[src/rtl/plc_supervisor_defs.vh]
// Constants for the programmable-controller mode and fault supervisor.
// Assumes a 100 MHz aclk and AXI4-Lite register access with 32-bit data.
`ifndef PLC_SUPERVISOR_DEFS_VH
`define PLC_SUPERVISOR_DEFS_VH
`define REG_CTRL 8'h00
`define REG_STATUS 8'h04
`define REG_WDT_LIMIT 8'h08
`define REG_EDGE_CFG 8'h0c
`define REG_INT_PEND 8'h10
`define REG_FORCE_IN_EN 8'h14
`define REG_FORCE_IN_DATA 8'h18
`define REG_FORCE_OUT_EN 8'h1c
`define REG_FORCE_OUT_DATA 8'h20
`define REG_OUT_IMAGE 8'h24
`define REG_IN_IMAGE 8'h28
`define REG_ERR_CLEAR 8'h2c
`define REG_PERIOD_BASE 8'h40
`define CTRL_HOST_CMD_LSB 0
`define CTRL_ALL_OFF 2
`define CTRL_WDT_KICK 3
`define CTRL_STOP_INSTR 4
`define CTRL_END_SCAN 5
`define CTRL_NUM_ERR 6
`define CTRL_INT_DONE 7
`define CTRL_PROG_VALID 8
`define HOST_RUN 2'h1
`define HOST_STOP 2'h0
`define HOST_PAUSE 2'h2
`define KEY_STOP 2'h0
`define KEY_RUN 2'h1
`define KEY_REMOTE 2'h2
`define WDT_LIMIT_RESET 32'h000f4240
`define FLASH_HALF_NS 100000000
`define CLK_PERIOD_NS 10
`define FLASH_HALF_CYCLES (`FLASH_HALF_NS / `CLK_PERIOD_NS)
`endif

[src/rtl/plc_mode_fault_supervisor.v]
// Mode, fault, watchdog, interrupt and forced I/O supervisor for a controller card.
// Assumes an AXI4-Lite master with one transaction of each kind under way at a time.
`timescale 1ns/10ps
`include "plc_supervisor_defs.vh"
module plc_mode_fault_supervisor #(
  parameter n_in = 16,
  parameter n_out = 16,
  parameter flash_half = `FLASH_HALF_CYCLES
) (
  input wire aclk,
  input wire aresetn,
  input wire [7:0] s_axi_awaddr,
  input wire s_axi_awvalid,
  output reg s_axi_awready,
  input wire [31:0] s_axi_wdata,
  input wire [3:0] s_axi_wstrb,
  input wire s_axi_wvalid,
  output reg s_axi_wready,
  output reg [1:0] s_axi_bresp,
  output reg s_axi_bvalid,
  input wire s_axi_bready,
  input wire [7:0] s_axi_araddr,
  input wire s_axi_arvalid,
  output reg s_axi_arready,
  output reg [31:0] s_axi_rdata,
  output reg [1:0] s_axi_rresp,
  output reg s_axi_rvalid,
  input wire s_axi_rready,
  input wire [1:0] mode_key,
  input wire [n_in-1:0] field_in,
  input wire config_mismatch,
  input wire io_module_fault,
  input wire self_diag_fault,
  input wire ordinary_fault,
  output reg [n_out-1:0] field_out,
  output reg run_mode,
  output reg stop_mode,
  output reg pause_mode,
  output reg run_led,
  output reg err_led,
  output reg warn_led,
  output reg system_error_flag,
  output reg program_enable,
  output reg data_init,
  output reg int_active,
  output reg [7:0] periodic_interrupt_entry,
  output reg [5:0] input_edge_interrupt
);
  localparam st_stop = 3'b001;
  localparam st_run = 3'b010;
  localparam st_pause = 3'b100;
  reg [2:0] state;
  reg [2:0] next_state;
  reg [1:0] key_s1, key_s2;
  reg [n_in-1:0] in_s1, in_s2;
  reg [3:0] flt_s1, flt_s2;
  reg [5:0] edge_prev;
  reg [1:0] host_cmd;
  reg all_off;
  reg [15:0] edge_cfg;
  reg [n_in-1:0] force_in_en, force_in_data, in_image;
  reg [n_out-1:0] force_out_en, force_out_data, out_image;
  reg [31:0] wdt_limit, wdt_cnt;
  reg wdt_expired;
  reg fatal, num_err;
  reg prog_valid;
  reg [31:0] period [0:7];
  reg [31:0] period_cnt [0:7];
  reg [7:0] per_hit;
  reg [5:0] edge_hit;
  reg [31:0] flash_cnt;
  reg flash;
  reg aw_got, w_got;
  reg [7:0] aw_addr;
  reg [31:0] w_data;
  reg [3:0] w_strb;
  wire [31:0] wr_val;
  wire do_write;
  wire ctrl_wr;
  wire any_fatal;
  wire [n_out-1:0] pin_value;
  integer k;
  assign do_write = aw_got && w_got && !s_axi_bvalid;
  assign wr_val = w_data;
  assign ctrl_wr = do_write && (aw_addr == `REG_CTRL);
  // Fatal causes all land in stop; ordinary ones warn and set the system error flag.
  assign any_fatal = flt_s2[0] | flt_s2[1] | flt_s2[2] | wdt_expired;
  // Forced outputs alter only the pins, and all-off beats them.
  assign pin_value = (out_image & ~force_out_en) | (force_out_data & force_out_en);

  // Two-stage synchronisers for key, field inputs and fault pins.
  always @(posedge aclk) begin
    if (!aresetn) begin
      key_s1 <= 2'h0;
      key_s2 <= 2'h0;
      in_s1 <= {n_in{1'b0}};
      in_s2 <= {n_in{1'b0}};
      flt_s1 <= 4'h0;
      flt_s2 <= 4'h0;
    end else begin
      key_s1 <= mode_key;
      key_s2 <= key_s1;
      in_s1 <= field_in;
      in_s2 <= in_s1;
      flt_s1 <= {ordinary_fault, self_diag_fault, io_module_fault, config_mismatch};
      flt_s2 <= flt_s1;
    end
  end

  // Mode selection: faults first, then key, then host, then program stop.
  always @* begin
    next_state = state;
    if (fatal || any_fatal) begin
      next_state = st_stop;
    end else if (key_s2 == `KEY_RUN) begin
      next_state = st_run;
    end else if (key_s2 == `KEY_STOP) begin
      next_state = st_stop;
    end else if (key_s2 == `KEY_REMOTE) begin
      case (host_cmd)
        `HOST_RUN: next_state = st_run;
        `HOST_PAUSE: next_state = (state == st_stop) ? st_stop : st_pause;
        default: next_state = st_stop;
      endcase
    end
    if (ctrl_wr && wr_val[`CTRL_STOP_INSTR] && state == st_run) begin
      next_state = st_stop;
    end
    case (next_state)
      st_stop, st_run, st_pause: next_state = next_state;
      default: next_state = st_stop;
    endcase
  end

  // Mode register and mode-entry actions.
  always @(posedge aclk) begin
    if (!aresetn) begin
      state <= st_stop;
      host_cmd <= `HOST_STOP;
      data_init <= 1'b0;
      out_image <= {n_out{1'b0}};
      in_image <= {n_in{1'b0}};
    end else begin
      state <= next_state;
      data_init <= (next_state == st_run) && (state == st_stop);
      if (next_state == st_stop && state != st_stop) begin
        out_image <= {n_out{1'b0}};
      end else if (do_write && aw_addr == `REG_OUT_IMAGE && state == st_run) begin
        out_image <= wr_val[n_out-1:0];
      end
      if (state != st_pause) begin
        in_image <= (in_s2 & ~force_in_en) | (force_in_data & force_in_en);
      end
      if (key_s2 == `KEY_RUN) begin
        host_cmd <= `HOST_RUN;
      end else if (key_s2 == `KEY_STOP) begin
        host_cmd <= `HOST_STOP;
      end else if (ctrl_wr && wr_val[`CTRL_STOP_INSTR] && state == st_run) begin
        host_cmd <= `HOST_STOP;
      end else if (ctrl_wr && w_strb[0]) begin
        host_cmd <= wr_val[`CTRL_HOST_CMD_LSB+1:`CTRL_HOST_CMD_LSB];
      end
    end
  end

  // Watchdog restarted at end of scan or by the kick instruction.
  always @(posedge aclk) begin
    if (!aresetn) begin
      wdt_cnt <= 32'h0;
      wdt_expired <= 1'b0;
    end else if (state != st_run) begin
      wdt_cnt <= 32'h0;
      wdt_expired <= wdt_expired && !(do_write && aw_addr == `REG_ERR_CLEAR);
    end else if (ctrl_wr && (wr_val[`CTRL_END_SCAN] || wr_val[`CTRL_WDT_KICK])) begin
      wdt_cnt <= 32'h0;
    end else if (wdt_cnt >= wdt_limit) begin
      wdt_expired <= 1'b1;
    end else begin
      wdt_cnt <= wdt_cnt + 32'h1;
    end
  end

  // Sticky errors; setting wins over software clear.
  always @(posedge aclk) begin
    if (!aresetn) begin
      fatal <= 1'b0;
      num_err <= 1'b0;
      system_error_flag <= 1'b0;
      prog_valid <= 1'b0;
    end else begin
      fatal <= any_fatal | (fatal & ~(do_write && aw_addr == `REG_ERR_CLEAR));
      num_err <= (ctrl_wr & wr_val[`CTRL_NUM_ERR]) |
        (num_err & ~(do_write && aw_addr == `REG_ERR_CLEAR));
      system_error_flag <= any_fatal | flt_s2[3] | (ctrl_wr & wr_val[`CTRL_NUM_ERR]) |
        (system_error_flag & ~(do_write && aw_addr == `REG_ERR_CLEAR));
      if (ctrl_wr) begin
        prog_valid <= wr_val[`CTRL_PROG_VALID];
      end
    end
  end

  // Periodic interrupt timers, one per source.
  genvar g;
  generate
    for (g = 0; g < 8; g = g + 1) begin : per_gen
      always @(posedge aclk) begin
        if (!aresetn) begin
          period_cnt[g] <= 32'h0;
          per_hit[g] <= 1'b0;
        end else if (state != st_run || period[g] == 32'h0) begin
          period_cnt[g] <= 32'h0;
          per_hit[g] <= 1'b0;
        end else if (period_cnt[g] + 32'h1 >= period[g]) begin
          period_cnt[g] <= 32'h0;
          per_hit[g] <= 1'b1;
        end else begin
          period_cnt[g] <= period_cnt[g] + 32'h1;
          per_hit[g] <= 1'b0;
        end
      end
    end
    for (g = 0; g < 6; g = g + 1) begin : edge_gen
      always @(posedge aclk) begin
        if (!aresetn) begin
          edge_prev[g] <= 1'b0;
          edge_hit[g] <= 1'b0;
        end else begin
          edge_prev[g] <= in_image[g];
          edge_hit[g] <= (state == st_run) &&
            ((edge_cfg[2*g] && in_image[g] && !edge_prev[g]) ||
             (edge_cfg[2*g+1] && !in_image[g] && edge_prev[g]));
        end
      end
    end
  endgenerate

  // Pending interrupts; routine completion resumes the scan.
  always @(posedge aclk) begin
    if (!aresetn) begin
      periodic_interrupt_entry <= 8'h0;
      input_edge_interrupt <= 6'h0;
      int_active <= 1'b0;
    end else begin
      if (ctrl_wr && wr_val[`CTRL_INT_DONE]) begin
        periodic_interrupt_entry <= per_hit;
        input_edge_interrupt <= edge_hit;
      end else begin
        periodic_interrupt_entry <= periodic_interrupt_entry | per_hit;
        input_edge_interrupt <= input_edge_interrupt | edge_hit;
      end
      int_active <= (state == st_run) && ((|periodic_interrupt_entry) ||
        (|input_edge_interrupt));
    end
  end

  // Outputs, indicators and error flashing.
  always @(posedge aclk) begin
    if (!aresetn) begin
      field_out <= {n_out{1'b0}};
      run_mode <= 1'b0;
      stop_mode <= 1'b1;
      pause_mode <= 1'b0;
      run_led <= 1'b0;
      err_led <= 1'b0;
      warn_led <= 1'b0;
      program_enable <= 1'b0;
      flash_cnt <= 32'h0;
      flash <= 1'b0;
    end else begin
      if (flash_cnt + 32'h1 >= flash_half) begin
        flash_cnt <= 32'h0;
        flash <= ~flash;
      end else begin
        flash_cnt <= flash_cnt + 32'h1;
      end
      if (wdt_expired || all_off) begin
        field_out <= {n_out{1'b0}};
      end else if (state == st_stop) begin
        field_out <= (force_out_data & force_out_en);
      end else begin
        field_out <= pin_value;
      end
      run_mode <= state == st_run;
      stop_mode <= state == st_stop;
      pause_mode <= state == st_pause;
      run_led <= state == st_run && !wdt_expired;
      err_led <= wdt_expired ? flash : fatal;
      warn_led <= num_err | flt_s2[3];
      program_enable <= state == st_run && prog_valid && !int_active;
    end
  end

  // AXI4-Lite write channel: address and data taken in either order.
  always @(posedge aclk) begin
    if (!aresetn) begin
      s_axi_awready <= 1'b0;
      s_axi_wready <= 1'b0;
      s_axi_bvalid <= 1'b0;
      s_axi_bresp <= 2'h0;
      aw_got <= 1'b0;
      w_got <= 1'b0;
      aw_addr <= 8'h0;
      w_data <= 32'h0;
      w_strb <= 4'h0;
      all_off <= 1'b0;
      wdt_limit <= `WDT_LIMIT_RESET;
      edge_cfg <= 16'h0;
      force_in_en <= {n_in{1'b0}};
      force_in_data <= {n_in{1'b0}};
      force_out_en <= {n_out{1'b0}};
      force_out_data <= {n_out{1'b0}};
      for (k = 0; k < 8; k = k + 1) begin
        period[k] <= 32'h0;
      end
    end else begin
      s_axi_awready <= !aw_got && !s_axi_awready && s_axi_awvalid;
      s_axi_wready <= !w_got && !s_axi_wready && s_axi_wvalid;
      if (s_axi_awvalid && s_axi_awready) begin
        aw_got <= 1'b1;
        aw_addr <= s_axi_awaddr;
      end
      if (s_axi_wvalid && s_axi_wready) begin
        w_got <= 1'b1;
        w_data <= s_axi_wdata;
        w_strb <= s_axi_wstrb;
      end
      if (s_axi_bvalid && s_axi_bready) begin
        s_axi_bvalid <= 1'b0;
      end
      if (do_write) begin
        aw_got <= 1'b0;
        w_got <= 1'b0;
        s_axi_bvalid <= 1'b1;
        s_axi_bresp <= 2'h0;
        case (aw_addr)
          `REG_CTRL: all_off <= wr_val[`CTRL_ALL_OFF];
          `REG_WDT_LIMIT: wdt_limit <= wr_val;
          `REG_EDGE_CFG: edge_cfg <= wr_val[15:0];
          `REG_FORCE_IN_EN: force_in_en <= wr_val[n_in-1:0];
          `REG_FORCE_IN_DATA: force_in_data <= wr_val[n_in-1:0];
          `REG_FORCE_OUT_EN: force_out_en <= wr_val[n_out-1:0];
          `REG_FORCE_OUT_DATA: force_out_data <= wr_val[n_out-1:0];
          `REG_OUT_IMAGE, `REG_ERR_CLEAR: s_axi_bresp <= 2'h0;
          default: begin
            if (aw_addr[7:5] == 3'h2 && aw_addr[1:0] == 2'h0) begin
              period[aw_addr[4:2]] <= wr_val;
            end else begin
              s_axi_bresp <= 2'h2;
            end
          end
        endcase
      end
    end
  end

  // AXI4-Lite read channel.
  always @(posedge aclk) begin
    if (!aresetn) begin
      s_axi_arready <= 1'b0;
      s_axi_rvalid <= 1'b0;
      s_axi_rdata <= 32'h0;
      s_axi_rresp <= 2'h0;
    end else begin
      s_axi_arready <= !s_axi_rvalid && !s_axi_arready && s_axi_arvalid;
      if (s_axi_rvalid && s_axi_rready) begin
        s_axi_rvalid <= 1'b0;
      end
      if (s_axi_arvalid && s_axi_arready) begin
        s_axi_rvalid <= 1'b1;
        s_axi_rresp <= 2'h0;
        case (s_axi_araddr)
          `REG_CTRL: s_axi_rdata <= {23'h0, prog_valid, 3'h0, all_off, 2'h0, host_cmd};
          `REG_STATUS: s_axi_rdata <= {20'h0, flt_s2, wdt_expired, num_err, fatal,
            system_error_flag, 1'b0, state};
          `REG_WDT_LIMIT: s_axi_rdata <= wdt_limit;
          `REG_EDGE_CFG: s_axi_rdata <= {16'h0, edge_cfg};
          `REG_INT_PEND: s_axi_rdata <= {18'h0, input_edge_interrupt, periodic_interrupt_entry};
          `REG_FORCE_IN_EN: s_axi_rdata <= {{(32-n_in){1'b0}}, force_in_en};
          `REG_FORCE_IN_DATA: s_axi_rdata <= {{(32-n_in){1'b0}}, force_in_data};
          `REG_FORCE_OUT_EN: s_axi_rdata <= {{(32-n_out){1'b0}}, force_out_en};
          `REG_FORCE_OUT_DATA: s_axi_rdata <= {{(32-n_out){1'b0}}, force_out_data};
          `REG_OUT_IMAGE: s_axi_rdata <= {{(32-n_out){1'b0}}, out_image};
          `REG_IN_IMAGE: s_axi_rdata <= {{(32-n_in){1'b0}}, in_image};
          default: begin
            if (s_axi_araddr[7:5] == 3'h2 && s_axi_araddr[1:0] == 2'h0) begin
              s_axi_rdata <= period[s_axi_araddr[4:2]];
            end else begin
              s_axi_rdata <= 32'h0;
              s_axi_rresp <= 2'h2;
            end
          end
        endcase
      end
    end
  end
endmodule // plc_mode_fault_supervisor

[config.mk]
export PLATFORM = sky130hd
export DESIGN_NAME = plc_mode_fault_supervisor
export DESIGN_NICKNAME = d
export VERILOG_FILES = /design/src/rtl/plc_mode_fault_supervisor.v
export VERILOG_INCLUDE_DIRS = /design/src /design/src/rtl
export SDC_FILE = /design/constraint.sdc
export NUM_CORES = 2
export LEC_CHECK = 0
export ABC_AREA = 1
export BUFFER_PORTS_ARGS = -buffer_cell sky130_fd_sc_hd__buf_4
export CORE_AREA = 2 2 295 297
export DETAILED_ROUTE_END_ITERATION = 6
export DIE_AREA = 0 0 297 299
export PLACE_DENSITY = 0.77
export SYNTH_ARGS = -nofsm -noshare
export SYNTH_HDL_FRONTEND = slang
export SYNTH_SLANG_ARGS = --single-unit
[constraint.sdc]
create_clock -name aclk -period 6.5 [get_ports aclk]
set_input_delay 1.625 -clock aclk [delete_from_list [all_inputs] [get_ports aclk]]
set_output_delay 1.625 -clock aclk [all_outputs]
set_load 0.01 [all_outputs]
==> results.cfg <==
[synthesis]
post_synth_design_cell_area_um2 = 51040
post_synth_inst_count = 6297
yosys_register_bits = 917
yosys-mux-area-fraction_pct = 0
synthDistinctLibCells = 56
commonest_cells_post_synth = sky130_fd_sc_hd__inv_1, sky130_fd_sc_hd__nand2_1, sky130_fd_sc_hd__nor2_1
synth_xor_xnor_area_share_pct = 3.724
synth-warning-count = 0
post-synth-top-area-cell = sky130_fd_sc_hd__edfxtp_1
synth_top_family_by_area = simple AND/OR/NAND/NOR gates
ys_async_rst_share_pct = 0
synth_compound_gate_area_share_pct = 11.45
synth_enable_flop_cells = 512
post-synth-top-area-fraction_pct = 30.12
synth.avg_cell_area_um2 = 8.105
synth_most_common_cell = sky130_fd_sc_hd__inv_1
dominantRegCellSynth = sky130_fd_sc_hd__edfxtp_1
synth.top_cells.by_area = sky130_fd_sc_hd__edfxtp_1, sky130_fd_sc_hd__dfxtp_1, sky130_fd_sc_hd__inv_1
yosys.area_share.simple_pct = 21.66
post_synth_fa_ha_maj_area_fraction_pct = 7.403
synth.yosys.seq_area_share_pct = 46.01

[worst_setup_path]
setup.reg_to_reg.worst_slack_ns = 1.55
worstSetupPathType = reg -> reg
reg2reg_depth = 20
worst-endpoint-required_ns = 6.86
data_arrival_time_of_the_critical_path_ns = 5.31
crit_path_max_fanout = 32
timing.critical_path.from_type = flip-flop
crit-reg2reg-launch = period_cnt[0][0]$_SDFFCE_PN0P_
worstSetupEndpointType = flip-flop
critical_path.reg2reg.endpoint = period_cnt[0][4]$_SDFFCE_PN0P_

[place]
gp_congestion = 1.019
placedCellCount = 7688
pre_cts_ws_ns = 1.633
place.port_buffers = 156
detailedPlacementHpwl_um = 118700

[clocking]
clockBufferDepth = 3
worst_skew_pair.late_latency_ns = 0.70
cts_tree = yes
cts_hold_fix_bufs = 0
clk_root_buf = sky130_fd_sc_hd__clkbuf_16
clk_pin_slew_ns = 0.06
tritoncts_num_sinks = 917
htreeDepth = 3
cts_repair_resize_count = 0
cts_buffers = 95
cts_setup_buffers = 0

[sta]
finalClockSkew_ns = 0.04688
grt_setup_unrepaired = no
fin_tns_setup_ns = 0
min_period_over_period_pct = 76.17
hold_ws_ns = 0.4099
fmaxAchievable_mhz = 202.0
final_max_slew_viol_count = 0
final_period_minus_worst_setup_slack_ns = 4.951
max_slew.worst_pin.slew_ns = 1.426
final-hold-violation-count = 0
final.setup.worst_slack_ns = 1.549
slew_headroom_pct = 3.731
setup_viol_count_final = 0

[cells_and_area]
area_growth_pct = 12.76
final_cell_count_no_fill = 7870
fraction_of_final_layout_cells_with_drive_strength_greater_than_1_pct = 6.257
filler_cell_count = 7178
fin_nets = 7014
final_util_pct = 66.97

[die]
die-area_um2 = 88800
die_height_um = 299
fp.coreArea_um2 = 85940
io-pin-count = 162
placementRows = 108
floorplan.initialDensity_pct = 59.39
fp.dieW_um = 297

[outcome]
failed_checks = design-rule violations
run_status = finished, violations left

[worst_hold_path]
hold_path_depth = 2
timing.hold.worst.class = reg -> reg
min_from = in_s1[5]$_SDFF_PN0_
hold_end = in_s2[5]$_SDFF_PN0_

[global_route]
grt_max_degree = 103
first_pass_grt_wire_length_um = 244200
grt_pass1_vias = 42640
grt.overflow.total = 0
grt_usage_pct = 35.72
number_of_antenna_violations_at_the_first_check_in_global_routing = 6

[job]
maxCapViolations = 0

[power_and_ir_drop]
share_clk_of_total_power_pct = 44.4
worst_ir_drop_vdd_mv = 0.2170
seqPwrFrac_pct = 48.1
power.density_cell_area_nw_per_um2 = 230.8
internal-power_mw = 10.01
switching_share_pct = 24.60
static_power_due_to_leakage_nw = 24.41
combPwrFrac_pct = 7.4
switch_pwr_mw = 3.268

[drt]
avgViaCountPerCell = 5.792
final_antenna_net_count = 0
drc_errors = 2
finalWirelength_um = 161900
routedWlPerCell_um = 20.57
dr.first_iter.drc_count = 5590
detailedRoute.firstPassIterationCount = 7
route.vias.total = 45590
[through the flow]
| step | total power [mW] | instance area [um^2] |
|---|---|---|
| 6_report | 13.28 | 57560 |
| 2_1_floorplan | 7.072 | 52030 |
| 5_1_grt | 13.64 | 57550 |
| 3_5_place_dp | 7.454 | 54190 |
| 4_1_cts | 13.25 | 57540 |
| 3_3_place_gp | 7.424 | 54190 |
[kinds of logic after synthesis]
family / count (synthesis)
buffers and inverters: 1309
other: 2
and+or+nand+nor: 2527
AOI/OAI and AO/OA: 1023
DFF: 917
xor gates and xnor gates: 217
adders and majority gates: 302
[final cells by class]
cell class	instances	area [um^2]	area share (%)
Timing Repair Buffer	210	1578	2.741
Clock buffer	122	2625	4.561
Sequential cell	917	23480	40.80
Antenna cell	3	7.507	0.01304
Inverter	1072	4024	6.991
Multi-Input combinational cell	4335	23660	41.11
Clock inverter	56	732.0	1.272
Tap cell	1155	1445	2.511
[cell usage in the layout (no fill, tap or decap), types with 62 or more instances in the layout]
master                      count
sky130_fd_sc_hd__o22ai_1      107
sky130_fd_sc_hd__nor4_1        84
sky130_fd_sc_hd__nand4_1      197
sky130_fd_sc_hd__a21oi_1      415
sky130_fd_sc_hd__xor2_1       159
sky130_fd_sc_hd__nor3_1       365
sky130_fd_sc_hd__nand2_1      914
sky130_fd_sc_hd__o21ai_0      270
sky130_fd_sc_hd__inv_1       1046
sky130_fd_sc_hd__edfxtp_1     512
sky130_fd_sc_hd__conb_1       266
sky130_fd_sc_hd__buf_4        208
sky130_fd_sc_hd__clkbuf_16    100
sky130_fd_sc_hd__ha_1         302
sky130_fd_sc_hd__nor2_1       742
sky130_fd_sc_hd__nand3_1      154
sky130_fd_sc_hd__dfxtp_1      405
sky130_fd_sc_hd__a211oi_1      62
[sequential cells by signal, summed over array words and instances, names as in the netlist, 32 cells and up]
signal / flops
flash_cnt: 32
period: 256
period_cnt: 256
s_axi_rdata: 32
w_data: 32
wdt_cnt: 32
wdt_limit: 32
[critical path, stage by stage (launching register included)]
cell,delay (ns)
sky130_fd_sc_hd__edfxtp_1,0.48
sky130_fd_sc_hd__ha_1,0.23
sky130_fd_sc_hd__nand2_1,0.07
sky130_fd_sc_hd__nor2_1,0.33
sky130_fd_sc_hd__nand2_1,0.17
sky130_fd_sc_hd__nor4_1,0.59
sky130_fd_sc_hd__nand4_1,0.20
sky130_fd_sc_hd__xor2_1,0.26
sky130_fd_sc_hd__inv_1,0.07
sky130_fd_sc_hd__ha_1,0.28
sky130_fd_sc_hd__nand2_1,0.05
sky130_fd_sc_hd__inv_1,0.07
sky130_fd_sc_hd__nand3_1,0.08
sky130_fd_sc_hd__inv_1,0.09
sky130_fd_sc_hd__nand2_1,0.07
sky130_fd_sc_hd__nor4_1,0.31
sky130_fd_sc_hd__nand4_1,0.14
sky130_fd_sc_hd__nand3_1,0.11
sky130_fd_sc_hd__nand2_1,0.06
sky130_fd_sc_hd__nand2_1,0.87
sky130_fd_sc_hd__nor2_1,0.10
[routing by layer]
| metal | vias to the layer above | global-route usage, % | share of wire (%) |
|---|---|---|---|
| li1 | 21590 | - | - |
| met1 | 20950 | 46.40 | 39 |
| met2 | 2515 | 54.66 | 43 |
| met3 | 531 | 9.335 | 12 |
| met4 | 8 | 19.52 | 6.4 |
| met5 | - | 0 | 0.028 |
[worst max path at each step]
stage                                                from                               end  slack (ns)  depth (start not counted)
after floorplan                                   aresetn        period[2][0]$_SDFFCE_PN0P_        1.34                          5
after global placement    period_cnt[1][96]$_SDFFCE_PN0P_  period_cnt[1][117]$_SDFFCE_PN0P_        1.74                         22
after detailed placement  period_cnt[1][96]$_SDFFCE_PN0P_   period_cnt[1][99]$_SDFFCE_PN0P_        1.63                         22
after CTS                  period_cnt[0][0]$_SDFFCE_PN0P_    period_cnt[0][4]$_SDFFCE_PN0P_        1.59                         20
after global routing      period_cnt[1][96]$_SDFFCE_PN0P_   period_cnt[1][99]$_SDFFCE_PN0P_        1.02                         22
final                      period_cnt[0][0]$_SDFFCE_PN0P_    period_cnt[0][4]$_SDFFCE_PN0P_        1.55                         20
[power by group through the flow]
stage	clock network (mW)	logic [mW]	registers (mW)
2_1_floorplan	0	0.597	6.47
3_3_place_gp	0	0.917	6.51
3_5_place_dp	0	0.942	6.51
4_1_cts	5.91	0.949	6.39
5_1_grt	6.16	1.07	6.41
6_report	5.90	0.986	6.39
(Power assumes the default switching activity.)
